$ cat src/pkg/adc_filter_regs.svh
`ifndef ADC_FILTER_REGS_SVH
`define ADC_FILTER_REGS_SVH

// status register
`define STATUS_ADDR        8'hd8
`define STATUS_RESET       8'h00
`define STATUS_RDY_BIT     7
`define STATUS_RSVD_BIT    6
`define STATUS_CAL_BIT     5
`define STATUS_NOREF_BIT   4
`define STATUS_ERR_BIT     3
`define STATUS_RSVD_VALUE  1'b0

// converter mode word
`define MODE_RESET         8'h00
`define MODE_NOTCH_BIT     6
`define MODE_ENABLE_BIT    5
`define MODE_CHOPDIS_BIT   3
`define MODE_SEL_LSB       0
`define MODE_OFF           3'h0
`define MODE_IDLE          3'h1
`define MODE_SINGLE        3'h2
`define MODE_CONT          3'h3
`define MODE_CAL_ZERO_INT  3'h4
`define MODE_CAL_FULL_INT  3'h5
`define MODE_CAL_ZERO_SYS  3'h6
`define MODE_CAL_FULL_SYS  3'h7

// decimation word
`define DECIM_RESET        8'h45
`define DECIM_SHIFT        3
`define DECIM_MIN_CHOP     8'h0d
`define DECIM_MIN_NOTCH    8'h44
`define CHOP_DIVIDE        13'h0003

// reference, buffer and channel codes
`define REF_PRIMARY        2'h1
`define BUF_FULL           2'h0
`define CHAN_BURNOUT_A     4'hc
`define CHAN_BURNOUT_B     4'hd

`endif

$ cat src/pkg/adc_filter_pkg.sv
`default_nettype none
package adc_filter_pkg;
	typedef logic [2:0]  mode_t;
	typedef logic [23:0] sample_t;
	typedef enum logic [1:0] {CONV_STOP, CONV_RUN} conv_state_t;
endpackage
`default_nettype wire

$ cat src/core/sigma_delta_adc_filter_status_ctrl.sv
// Contract
// - decimation factor equals decimation word shifted left by three
// - with chopping on, words below 13 act as 13
// - 60 Hz notch applies only when decimation word is at least 68
// - calibration runs at the currently written decimation word
// - missing reference sets flag, clamps results, blocks calibration writes
// - only the primary reference pair is monitored
// - missing-reference flag bit 4, only while enabled, forces all-ones results
// - result-ready bit 7 sets when conversion or calibration completes
// - result-ready clears by software write or mode-select write
// - no data or coefficient update while result-ready is set
// - calibration-done bit 5 sets on calibration end, cleared by mode write
// - error bit 3 flags clamped or saturated result or blocked coefficient write
// - error bit clears on mode-select write
// - burnout current only on two differential pairs with full buffering
// - status bit 6 reads fixed value, writes ignored
// - output every 8 times word ticks, times three with chopping on
// - with chopping on, result averages current and previous filter outputs
// - decimation word resets to 69
// - any mode-select write resets filter; operation restarts only when enabled with single, continuous or calibration mode selected
`include "adc_filter_regs.svh"
`timescale 1ns/1ps
`default_nettype none

module sigma_delta_adc_filter_status_ctrl (
	// clock and reset
	input  wire logic                     clk,
	input  wire logic                     srst,
	// status register access
	input  wire logic [7:0]               sfr_addr,
	input  wire logic                     sfr_wr,
	input  wire logic                     sfr_rd,
	input  wire logic [7:0]               sfr_wdata,
	output var  logic [7:0]               sfr_rdata,
	// converter mode and decimation word writes
	input  wire logic                     mode_wr,
	input  wire logic [7:0]               mode_wdata,
	input  wire logic                     word_wr,
	input  wire logic [7:0]               word_wdata,
	// configuration levels
	input  wire logic [1:0]               reference_select,
	input  wire logic [1:0]               buffer_select,
	input  wire logic [3:0]               channel_select,
	input  wire logic                     burnout_enable,
	// modulator and filter datapath
	input  wire logic                     mod_tick,
	input  wire adc_filter_pkg::sample_t  filt_data,
	input  wire logic                     filt_sat,
	input  wire logic                     ref_primary_ok,
	// control outputs
	output var  logic [7:0]               converter_mode_reg,
	output var  logic [7:0]               decimation_word,
	output var  logic [10:0]              decim_factor,
	output var  logic                     filter_reset,
	output var  logic                     notch_active,
	output var  logic                     burnout_active,
	// results
	output var  logic [7:0]               adc_status_flags,
	output var  adc_filter_pkg::sample_t  result_data,
	output var  adc_filter_pkg::sample_t  offset_coeff,
	output var  adc_filter_pkg::sample_t  gain_coeff
);
	import adc_filter_pkg::*;

	////////////////////////////////////////////////////////////////////////
	// helpers

	function automatic logic [7:0] eff_word(input logic [7:0] w, input logic chop_on);
		eff_word = (chop_on && w < `DECIM_MIN_CHOP) ? `DECIM_MIN_CHOP : w;
	endfunction

	function automatic logic is_cal(input mode_t m);
		is_cal = m[2];
	endfunction

	////////////////////////////////////////////////////////////////////////
	// state

	conv_state_t state_reg, state_next;
	logic [12:0] tick_cnt_reg, tick_cnt_next;
	logic        prev_valid_reg, prev_valid_next;
	sample_t     prev_reg, prev_next;
	logic [7:0]  mode_reg_next, word_next, stat_next, rdata_next;
	logic [10:0] factor_next;
	logic        freset_next, notch_next, burn_next;
	sample_t     result_next, offs_next, gain_next;

	logic        chop_on, enabled, ref_missing, done, take;
	logic [7:0]  word_eff;
	logic [12:0] target;
	logic [24:0] sum;
	sample_t     avg, stored;
	mode_t       mode_cur;

	always_comb begin
		mode_cur    = converter_mode_reg[`MODE_SEL_LSB +: 3];
		chop_on     = !converter_mode_reg[`MODE_CHOPDIS_BIT];
		enabled     = converter_mode_reg[`MODE_ENABLE_BIT];
		word_eff    = eff_word(decimation_word, chop_on);
		target      = {2'h0, word_eff, 3'h0};
		if (chop_on) begin
			target = 13'(target * `CHOP_DIVIDE);
		end
		ref_missing = enabled && (reference_select == `REF_PRIMARY) && !ref_primary_ok;
		sum         = {1'b0, filt_data} + {1'b0, prev_reg};
		avg         = sum[24:1];
	end

	////////////////////////////////////////////////////////////////////////
	// conversion sequencing

	always_comb begin
		state_next      = state_reg;
		tick_cnt_next   = tick_cnt_reg;
		prev_valid_next = prev_valid_reg;
		prev_next       = prev_reg;
		freset_next     = 1'b0;
		done            = 1'b0;
		unique case (state_reg)
			CONV_STOP: begin
				tick_cnt_next = 13'h0000;
			end
			CONV_RUN: begin
				if (mod_tick) begin
					if (tick_cnt_reg + 13'h0001 >= target) begin
						tick_cnt_next = 13'h0000;
						prev_next     = filt_data;
						if (chop_on && !prev_valid_reg) begin
							prev_valid_next = 1'b1;
						end else begin
							done = 1'b1;
						end
					end else begin
						tick_cnt_next = tick_cnt_reg + 13'h0001;
					end
				end
			end
		endcase
		if (done && mode_cur != `MODE_CONT) begin
			state_next = CONV_STOP;
		end
		if (mode_wr) begin
			freset_next     = 1'b1;
			tick_cnt_next   = 13'h0000;
			prev_valid_next = 1'b0;
			state_next      = (mode_wdata[`MODE_ENABLE_BIT] &&
				mode_wdata[`MODE_SEL_LSB +: 3] >= `MODE_SINGLE) ? CONV_RUN : CONV_STOP;
		end
	end

	always_ff @(posedge clk) begin
		if (srst) begin
			state_reg      <= CONV_STOP;
			tick_cnt_reg   <= 13'h0000;
			prev_valid_reg <= 1'b0;
			prev_reg       <= 24'h000000;
			filter_reset   <= 1'b1;
		end else begin
			state_reg      <= state_next;
			tick_cnt_reg   <= tick_cnt_next;
			prev_valid_reg <= prev_valid_next;
			prev_reg       <= prev_next;
			filter_reset   <= freset_next;
		end
	end

	////////////////////////////////////////////////////////////////////////
	// results, status flags and configuration

	always_comb begin
		mode_reg_next = converter_mode_reg;
		word_next     = decimation_word;
		stat_next     = adc_status_flags;
		result_next   = result_data;
		offs_next     = offset_coeff;
		gain_next     = gain_coeff;
		stored        = chop_on ? avg : filt_data;
		take          = done && !adc_status_flags[`STATUS_RDY_BIT] && !mode_wr;

		if (word_wr) begin
			word_next = word_wdata;
		end
		if (sfr_wr && sfr_addr == `STATUS_ADDR && !sfr_wdata[`STATUS_RDY_BIT]) begin
			stat_next[`STATUS_RDY_BIT] = 1'b0;
		end
		if (mode_wr) begin
			mode_reg_next = mode_wdata;
			stat_next[`STATUS_RDY_BIT] = 1'b0;
			stat_next[`STATUS_CAL_BIT] = 1'b0;
			stat_next[`STATUS_ERR_BIT] = 1'b0;
		end
		if (take) begin
			stat_next[`STATUS_RDY_BIT] = 1'b1;
			if (is_cal(mode_cur)) begin
				stat_next[`STATUS_CAL_BIT] = 1'b1;
				if (ref_missing || filt_sat) begin
					stat_next[`STATUS_ERR_BIT] = 1'b1;
				end else if (!mode_cur[0]) begin
					offs_next = stored;
				end else begin
					gain_next = stored;
				end
			end else begin
				result_next = ref_missing ? 24'hffffff : stored;
				if (ref_missing || filt_sat) begin
					stat_next[`STATUS_ERR_BIT] = 1'b1;
				end
			end
			if (mode_cur != `MODE_CONT) begin
				mode_reg_next[`MODE_SEL_LSB +: 3] = `MODE_OFF;
			end
		end
		stat_next[`STATUS_NOREF_BIT] = ref_missing;
		stat_next[`STATUS_RSVD_BIT]  = `STATUS_RSVD_VALUE;
		stat_next[2:0]               = 3'h0;

		factor_next = {word_eff, 3'h0};
		notch_next  = converter_mode_reg[`MODE_NOTCH_BIT] && decimation_word >= `DECIM_MIN_NOTCH;
		burn_next   = burnout_enable && (buffer_select == `BUF_FULL) &&
			(channel_select == `CHAN_BURNOUT_A || channel_select == `CHAN_BURNOUT_B);

		rdata_next = sfr_rdata;
		if (sfr_rd) begin
			rdata_next = (sfr_addr == `STATUS_ADDR) ? adc_status_flags : 8'h00;
		end
	end

	always_ff @(posedge clk) begin
		if (srst) begin
			converter_mode_reg <= `MODE_RESET;
			decimation_word    <= `DECIM_RESET;
			adc_status_flags   <= `STATUS_RESET;
			result_data        <= 24'h000000;
			offset_coeff       <= 24'h000000;
			gain_coeff         <= 24'h000000;
			decim_factor       <= 11'h000;
			notch_active       <= 1'b0;
			burnout_active     <= 1'b0;
			sfr_rdata          <= 8'h00;
		end else begin
			converter_mode_reg <= mode_reg_next;
			decimation_word    <= word_next;
			adc_status_flags   <= stat_next;
			result_data        <= result_next;
			offset_coeff       <= offs_next;
			gain_coeff         <= gain_next;
			decim_factor       <= factor_next;
			notch_active       <= notch_next;
			burnout_active     <= burn_next;
			sfr_rdata          <= rdata_next;
		end
	end

endmodule

`default_nettype wire

$ cat config.mk
export PLATFORM = sky130hd
export DESIGN_NAME = sigma_delta_adc_filter_status_ctrl
export DESIGN_NICKNAME = d
export VERILOG_FILES = /design/src/pkg/adc_filter_pkg.sv /design/src/core/sigma_delta_adc_filter_status_ctrl.sv
export VERILOG_INCLUDE_DIRS = /design/src /design/src/pkg
export SDC_FILE = /design/constraint.sdc
export NUM_CORES = 1
export LEC_CHECK = 0
export BUFFER_PORTS_ARGS = -buffer_cell sky130_fd_sc_hd__buf_2
export CORE_MARGIN = 4
export CORE_UTILIZATION = 54
export DETAILED_ROUTE_END_ITERATION = 12
export GPL_ROUTABILITY_DRIVEN = 0
export PLACE_DENSITY_LB_ADDON = 0.2
export SLEW_MARGIN = 20
export SYNTH_ARGS = -nofsm -noshare
export SYNTH_HDL_FRONTEND = slang
export SYNTH_SLANG_ARGS = --single-unit
$ cat constraint.sdc
create_clock -name clk -period 6.4 [get_ports clk]
set_input_delay 0.32 -clock clk [delete_from_list [all_inputs] [get_ports clk]]
set_output_delay 0.32 -clock clk [all_outputs]
set_load 0.01 [all_outputs]
==> flow_summary_export.csv, run 1 <==
group,metric,value,unit
setup_path,cpPeakStageDelay,900,ps
floorplanning,die-area,16250,um^2
sta,hold_violations,0,
global_routing,grt_pass1_vias,6594,
cts,cts_setup_buffers,0,
drt,firstDrtPassIters,6,
drt,drt_iter0_markers,560,
setup_path,critPathSlowestCell,"nor2_2",
synthesis,synth_edf_count,0,
synthesis,synth_cell_types,76,
layout,multi_input_area,4407,um^2
synthesis,yosys.area_share.simple,18.89,%
layout,final_area,9164,um^2
drt,via_per_inst,5.711,
global_routing,track_usage,26.29,%
synthesis,synth.area.top_cells,"dfxtp_1, ha_1, mux2i_1",
status,outcome,"finished, final reports clean",
cts,clock_sinks,146,
synthesis,netlist_area,7709,um^2
sta,worst_pin_slew,1121,ps
drt,postRouteAntennaNets,0,
global_routing,antenna_found_initial,0,
layout,seqCellArea,2923,um^2
synthesis,synth_mux_area_share,6.363,%
synthesis,async_reset_ff_share,0,%
pwr,leakagePower,4.145,nW
setup_path,crit_type,"flip-flop to flip-flop",
run,cap_violations,0,
sta,slew_violations,0,
global_routing,grt_pass1_wl,33.80,mm
hold_path,hp-class,"input port to flip-flop",
cts,clk_pin_slew,60,ps
sta,rsz0062_at_grt,"false",
sta,min_period,5573,ps
sta,fmax,0.1794,GHz
drt,post_drt_wl_per_cell,17.46,um
synthesis,synth_top_family_by_area,"compound AO/OA/AOI/OAI gates",
sta,min_period_over_period,87.08,%
setup_path,cp-start-kind,"flip-flop",
pwr,power.density,235.6,nW/um^2
sta,setup_viol,0,
cts,root_buffer,"clkbuf_16",
drt,num_vias,7133,
synthesis,synth_xor_area_share,2.613,%
placed_design,io_buffer_count,172,
synthesis,synth-compound-area-share,20.87,%
sta,max_slew_margin,25.15,%
floorplanning,ios,192,
synthesis,synthAdderAreaFrac,7.823,%
floorplanning,die_x,127.5,um
setup_path,worstPathCellList,"inv_1, ha_1, o31ai_1, nand3_1, nand2b_1, ha_1, inv_1, fa_1, nor2b_1, o21ai_0, nand2b_1, a21oi_1, o21bai_1, xnor2_1, nand2_1, o21ai_0, ha_1, a21o_1, a21o_1, or2_1, o2111ai_4, nor2_2, mux2i_1, a211oi_1",
synthesis,ys_warn_count,0,
placed_design,dpl-instance-area,8564,um^2
sta,setup_tns,0,ps
floorplanning,rows,43,
setup_path,crit_top_cell,"ha_1",
synthesis,synth_area_leader_cell,"dfxtp_1",
sta,clock_skew,7.639,ps
synthesis,yosys_register_bits,146,
layout,final_common_cell,"buf_2",
layout,finalNetCount,1178,
placed_design,hpwl,15.86,mm
drt,drc,0,
layout,antenna_cells,0,
layout,drive_gt1_share,21.42,%
synthesis,ys_seq_area_share,37.92,%
cts,cts_buffers,17,
cts,ctsResizeCount,0,
cts,cts_hold_buf,0,
global_routing,grt_max_degree,95,
cts,insertion_delay,430,ps
synthesis,syn-instance-count,907,
pwr,vdd_drop_max,186.1,uV
setup_path,end_kind,"flip-flop",
setup_path,crit_required,6660,ps
drt,drt-total-wl,21.81,mm
cts,clock_path_buffers,2,
setup_path,cp_max_fo,29,
synthesis,synthFlopType,"dfxtp_1",
floorplanning,fp.dieH,127.5,um
cts,cts_tree,"done",
setup_path,crit_arrival,5840,ps
layout,layout_common_cells,"buf_2, dfxtp_1, nor2_1, nand2_1, a21oi_1",
layout,syn2layout_area_growth,18.88,%
synthesis,avgSynthCellArea,8.499,um^2
synthesis,synth_top_area_share,37.92,%
global_routing,grt_overflow,0,
cts,htree_levels,4,
floorplanning,core,13930,um^2
layout,num-fill-cells,1208,
floorplanning,start_util,55.32,%
==> worst max-delay path, delay by kind of cell, from the launching register on <==
kind                       cells  cell delay [ps]
AOI/OAI and AO/OA              9             1110
xor gates and xnor gates       1               90
adders and majority gates      4             1090
buffers and inverters          2              220
DFF                            1              490
muxes                          1              270
and+or+nand+nor                7             2120
==> final cells by class <==
cell class                      instances  share of cell area [%]
Tap cell                              180                   2.458
Timing Repair Buffer                  177                   9.831
Clock inverter                         11                   1.666
Sequential cell                       146                   31.90
Clock buffer                           20                   4.874
Inverter                               29                   1.188
Multi-Input combinational cell        686                   48.09
==> Yosys cell counts, types with 3 or more instances <==
cell type and n:
xnor2_1 13, a21oi_1 60, o211ai_1 8, a2111oi_0 4, nand2_1 78, a22oi_1 8, o211a_1 3, o21a_1 4
nand3b_1 4, o21ai_0 54, buf_2 11, a311oi_1 5, o21bai_1 5, nand3_1 28, or3_1 4, a21o_1 16
o31ai_1 7, a21o_2 3, buf_1 3, a211oi_1 24, clkbuf_1 24, nand2b_1 12, and2_1 7, nor4_1 4
dfxtp_1 146, ha_1 45, and3_1 15, nor3_1 20, buf_6 4, buf_4 13, nor2b_1 6, nor2_1 120
inv_1 29, a31oi_1 9, mux2i_1 49, a21oi_2 3, xor2_1 10
==> metrics by stage <==
stage | hold slack [ps] | utilization, % | setup WS, ps | std cells | power [mW]
2_1_floorplan | 429.3 | - | 1906 | 917 | 1.087
5_1_grt | 109.6 | 65.76 | 370.9 | 1249 | 2.233
3_5_place_dp | 448.6 | 61.46 | 940.4 | 1218 | 1.159
6_report | 104.0 | 65.76 | 827.1 | 1249 | 2.159
4_1_cts | 92.08 | 65.76 | 926.1 | 1249 | 2.171
3_3_place_gp | 435.8 | 61.46 | 1069 | 1218 | 1.153
==> path summary, 6_finish.rpt <==
kind | depth (start not counted) | startpoint | slack, ps | to
worst max register to register | 24 | decimation_word[7] | 830 | result_data[22]
worst min-delay path | 3 | word_wdata[2] | 100 | decimation_word[2]
worst max-delay path | 24 | decimation_word[7] | 830 | result_data[22]
worst min register to register | 2 | gain_coeff[0] | 450 | gain_coeff[0]
==> logic make-up after synthesis <==
group	after synthesis
muxes	49
DFF	146
AOI/OAI and AO/OA	240
other	1
xor gates and xnor gates	23
buffers and inverters	85
adders and majority gates	47
and+or+nand+nor	316
==> where the power goes <==
group	internal [mW]	switching, mW
registers	0.919	0.0100
logic	0.0790	0.135
clock network	0.625	0.391
==> routing by layer <==
layer  vias to the layer above  GRT usage [%]  wire [um]
li1                       3525              -          -
met1                      3283          33.86       9380
met2                       290          42.49      10050
met3                        35          6.731       1869
met4                         0          9.905        509
met5                         -              0          0
Note: power is estimated with default switching activity, not from simulation.
==> run 2: changes to the inputs <==
--- a/config.mk
+++ b/config.mk
@@ -9,6 +9,7 @@
 export BUFFER_PORTS_ARGS = -buffer_cell sky130_fd_sc_hd__buf_2
 export CORE_MARGIN = 4
 export CORE_UTILIZATION = 54
+export CTS_BUF_LIST = sky130_fd_sc_hd__clkbuf_16
 export DETAILED_ROUTE_END_ITERATION = 12
 export GPL_ROUTABILITY_DRIVEN = 0
 export PLACE_DENSITY_LB_ADDON = 0.2
==> flow_summary_export.csv, run 2 (synthesis gave the netlist of run 1 again) <==
group,metric,value,unit
status,outcome,"finished, final reports clean",
drt,num_vias,7093,
cts,cts_hold_buf,0,
drt,drt_iter0_markers,551,
cts,cts_buffers,17,
layout,final_area,9154,um^2
setup_path,worst-path-buf-inv,2,
floorplanning,fp.dieH,127.5,um
sta,setup_viol,0,
layout,drive_gt1_share,21.33,%
layout,syn2layout_area_growth,18.75,%
floorplanning,rows,43,
setup_path,critPathSlowestCell,"nor2_2",
floorplanning,ios,192,
cts,clock_path_buffers,2,
setup_path,cp_max_fo,29,
cts,cts_setup_buffers,0,
hold_path,hold_depth,3,
placed_design,io_buffer_count,172,
setup_path,crit_required,6660,ps
setup_path,rr_startpoint,"decimation_word[7]",
sta,min_period_over_period,88.23,%
global_routing,grt_overflow,0,
cts,clock_sinks,146,
drt,via_per_inst,5.679,
hold_path,min-delay-start,"word_wdata[2]",
setup_path,critical_path.top_delay_family,"simple AND/OR/NAND/NOR gates",
sta,clock_skew,8.033,ps
global_routing,grt_pass1_vias,6589,
cts,insertion_delay,430,ps
floorplanning,start_util,55.32,%
placed_design,hpwl,15.86,mm
setup_path,cpPeakStageDelay,910,ps
sta,max_slew_margin,24.04,%
layout,final_common_cell,"buf_2",
drt,post_drt_wl_per_cell,17.43,um
floorplanning,core,13930,um^2
pwr,power.density,234.0,nW/um^2
layout,num-fill-cells,1206,
run,cap_violations,0,
setup_path,rrSetupSlack,750,ps
global_routing,track_usage,26.22,%
setup_path,crit_arrival,5910,ps
setup_path,crit_type,"flip-flop to flip-flop",
global_routing,grt_pass1_wl,33.78,mm
setup_path,cp-startpoint,"decimation_word[7]",
hold_path,holdPathEnd,"decimation_word[2]",
sta,fmax,0.1771,GHz
placed_design,placed_cells,1218,
floorplanning,die-area,16250,um^2
hold_path,hp-class,"input port to flip-flop",
sta,rsz0062_at_grt,"false",
drt,firstDrtPassIters,8,
sta,hold_violations,0,
setup_path,rr_worst_depth,24,
setup_path,worstPathCellList,"inv_1, ha_1, o31ai_1, nand3_1, nand2b_1, ha_1, inv_1, fa_1, nor2b_1, o21ai_0, nand2b_1, a21oi_1, o21bai_1, xnor2_1, nand2_1, o21ai_0, ha_1, a21o_1, a21o_1, or2_1, o2111ai_4, nor2_2, mux2i_1, a211oi_1",
cts,htree_levels,4,
pwr,leakagePower,4.147,nW
cts,ctsResizeCount,0,
sta,slew_violations,0,
global_routing,antenna_found_initial,0,
sta,min_period,5647,ps
drt,drt-total-wl,21.77,mm
global_routing,grt_max_degree,95,
setup_path,crit_top_cell,"ha_1",
layout,layout_common_cells,"buf_2, dfxtp_1, nor2_1, nand2_1, a21oi_1",
drt,postRouteAntennaNets,0,
sta,setup_tns,0,ps
drt,drc,0,
floorplanning,die_x,127.5,um
setup_path,end_kind,"flip-flop",
layout,layoutNonFillerInstCount,1249,
setup_path,cp-start-kind,"flip-flop",
cts,cts_tree,"done",
pwr,vdd_drop_max,185.3,uV
layout,antenna_cells,0,
cts,clk_pin_slew,60,ps
cts,root_buffer,"clkbuf_16",
sta,worst_pin_slew,1138,ps
setup_path,r2r-end,"result_data[22]",
layout,finalNetCount,1178,
placed_design,dpl-instance-area,8564,um^2
-- run 2: worst max-delay path by stage --
stage                       end  slack [ps]  cells after the start
2_1_floorplan  offset_coeff[19]        1910                     24
3_5_place_dp    result_data[22]         940                     22
4_1_cts         result_data[22]         930                     24
5_1_grt         result_data[16]         370                     24
6_report        result_data[22]         750                     24
3_3_place_gp    result_data[22]        1070                     22
-- run 2: where the power goes --
part / switching [mW] / total [mW] / internal, mW
Combinational: 0.135 / 0.214 / 0.0790
Clock: 0.390 / 0.999 / 0.610
Sequential: 0.00994 / 0.929 / 0.919
-- run 2: metal layers --
metal  wire length, um  vias to the layer above  global-route usage [%]  part of all wire (%)
met5                 0                        -                       0                     0
met4               554                        0                   9.527                   2.5
met3              1667                       37                   6.731                   7.7
met2              9982                      249                   42.43                    46
met1              9563                     3282                   33.86                    44
li1                  -                     3525                       -                     -
-- run 2: area by class of cell --
| cell class | instances | area [um^2] | share of cell area, % |
|---|---|---|---|
| inverters | 29 | 108.9 | 1.189 |
| multi-input cells | 686 | 4407 | 48.14 |
| well taps | 180 | 225.2 | 2.460 |
| repair buffers | 177 | 900.9 | 9.841 |
| clock buffers | 17 | 425.4 | 4.647 |
| flip-flops and latches | 146 | 2923 | 31.93 |
| clock inverters | 14 | 163.9 | 1.791 |
-- run 2: per-stage QoR --
stage	setup WS [ps]	util, %	total power [mW]	hold slack, ps
after floorplan	1906	-	1.087	429.3
after global placement	1069	61.46	1.153	435.8
after detailed placement	940.4	61.46	1.159	448.6
after CTS	926.1	65.69	2.153	97.44
after global routing	370.9	65.69	2.217	113.3
final	753.3	65.69	2.142	107.0
-- run 2: tightest hold or removal path, cell delays in order --
cell and delay [ps]:
buf_2 70, mux2i_1 50, nand2_1 60
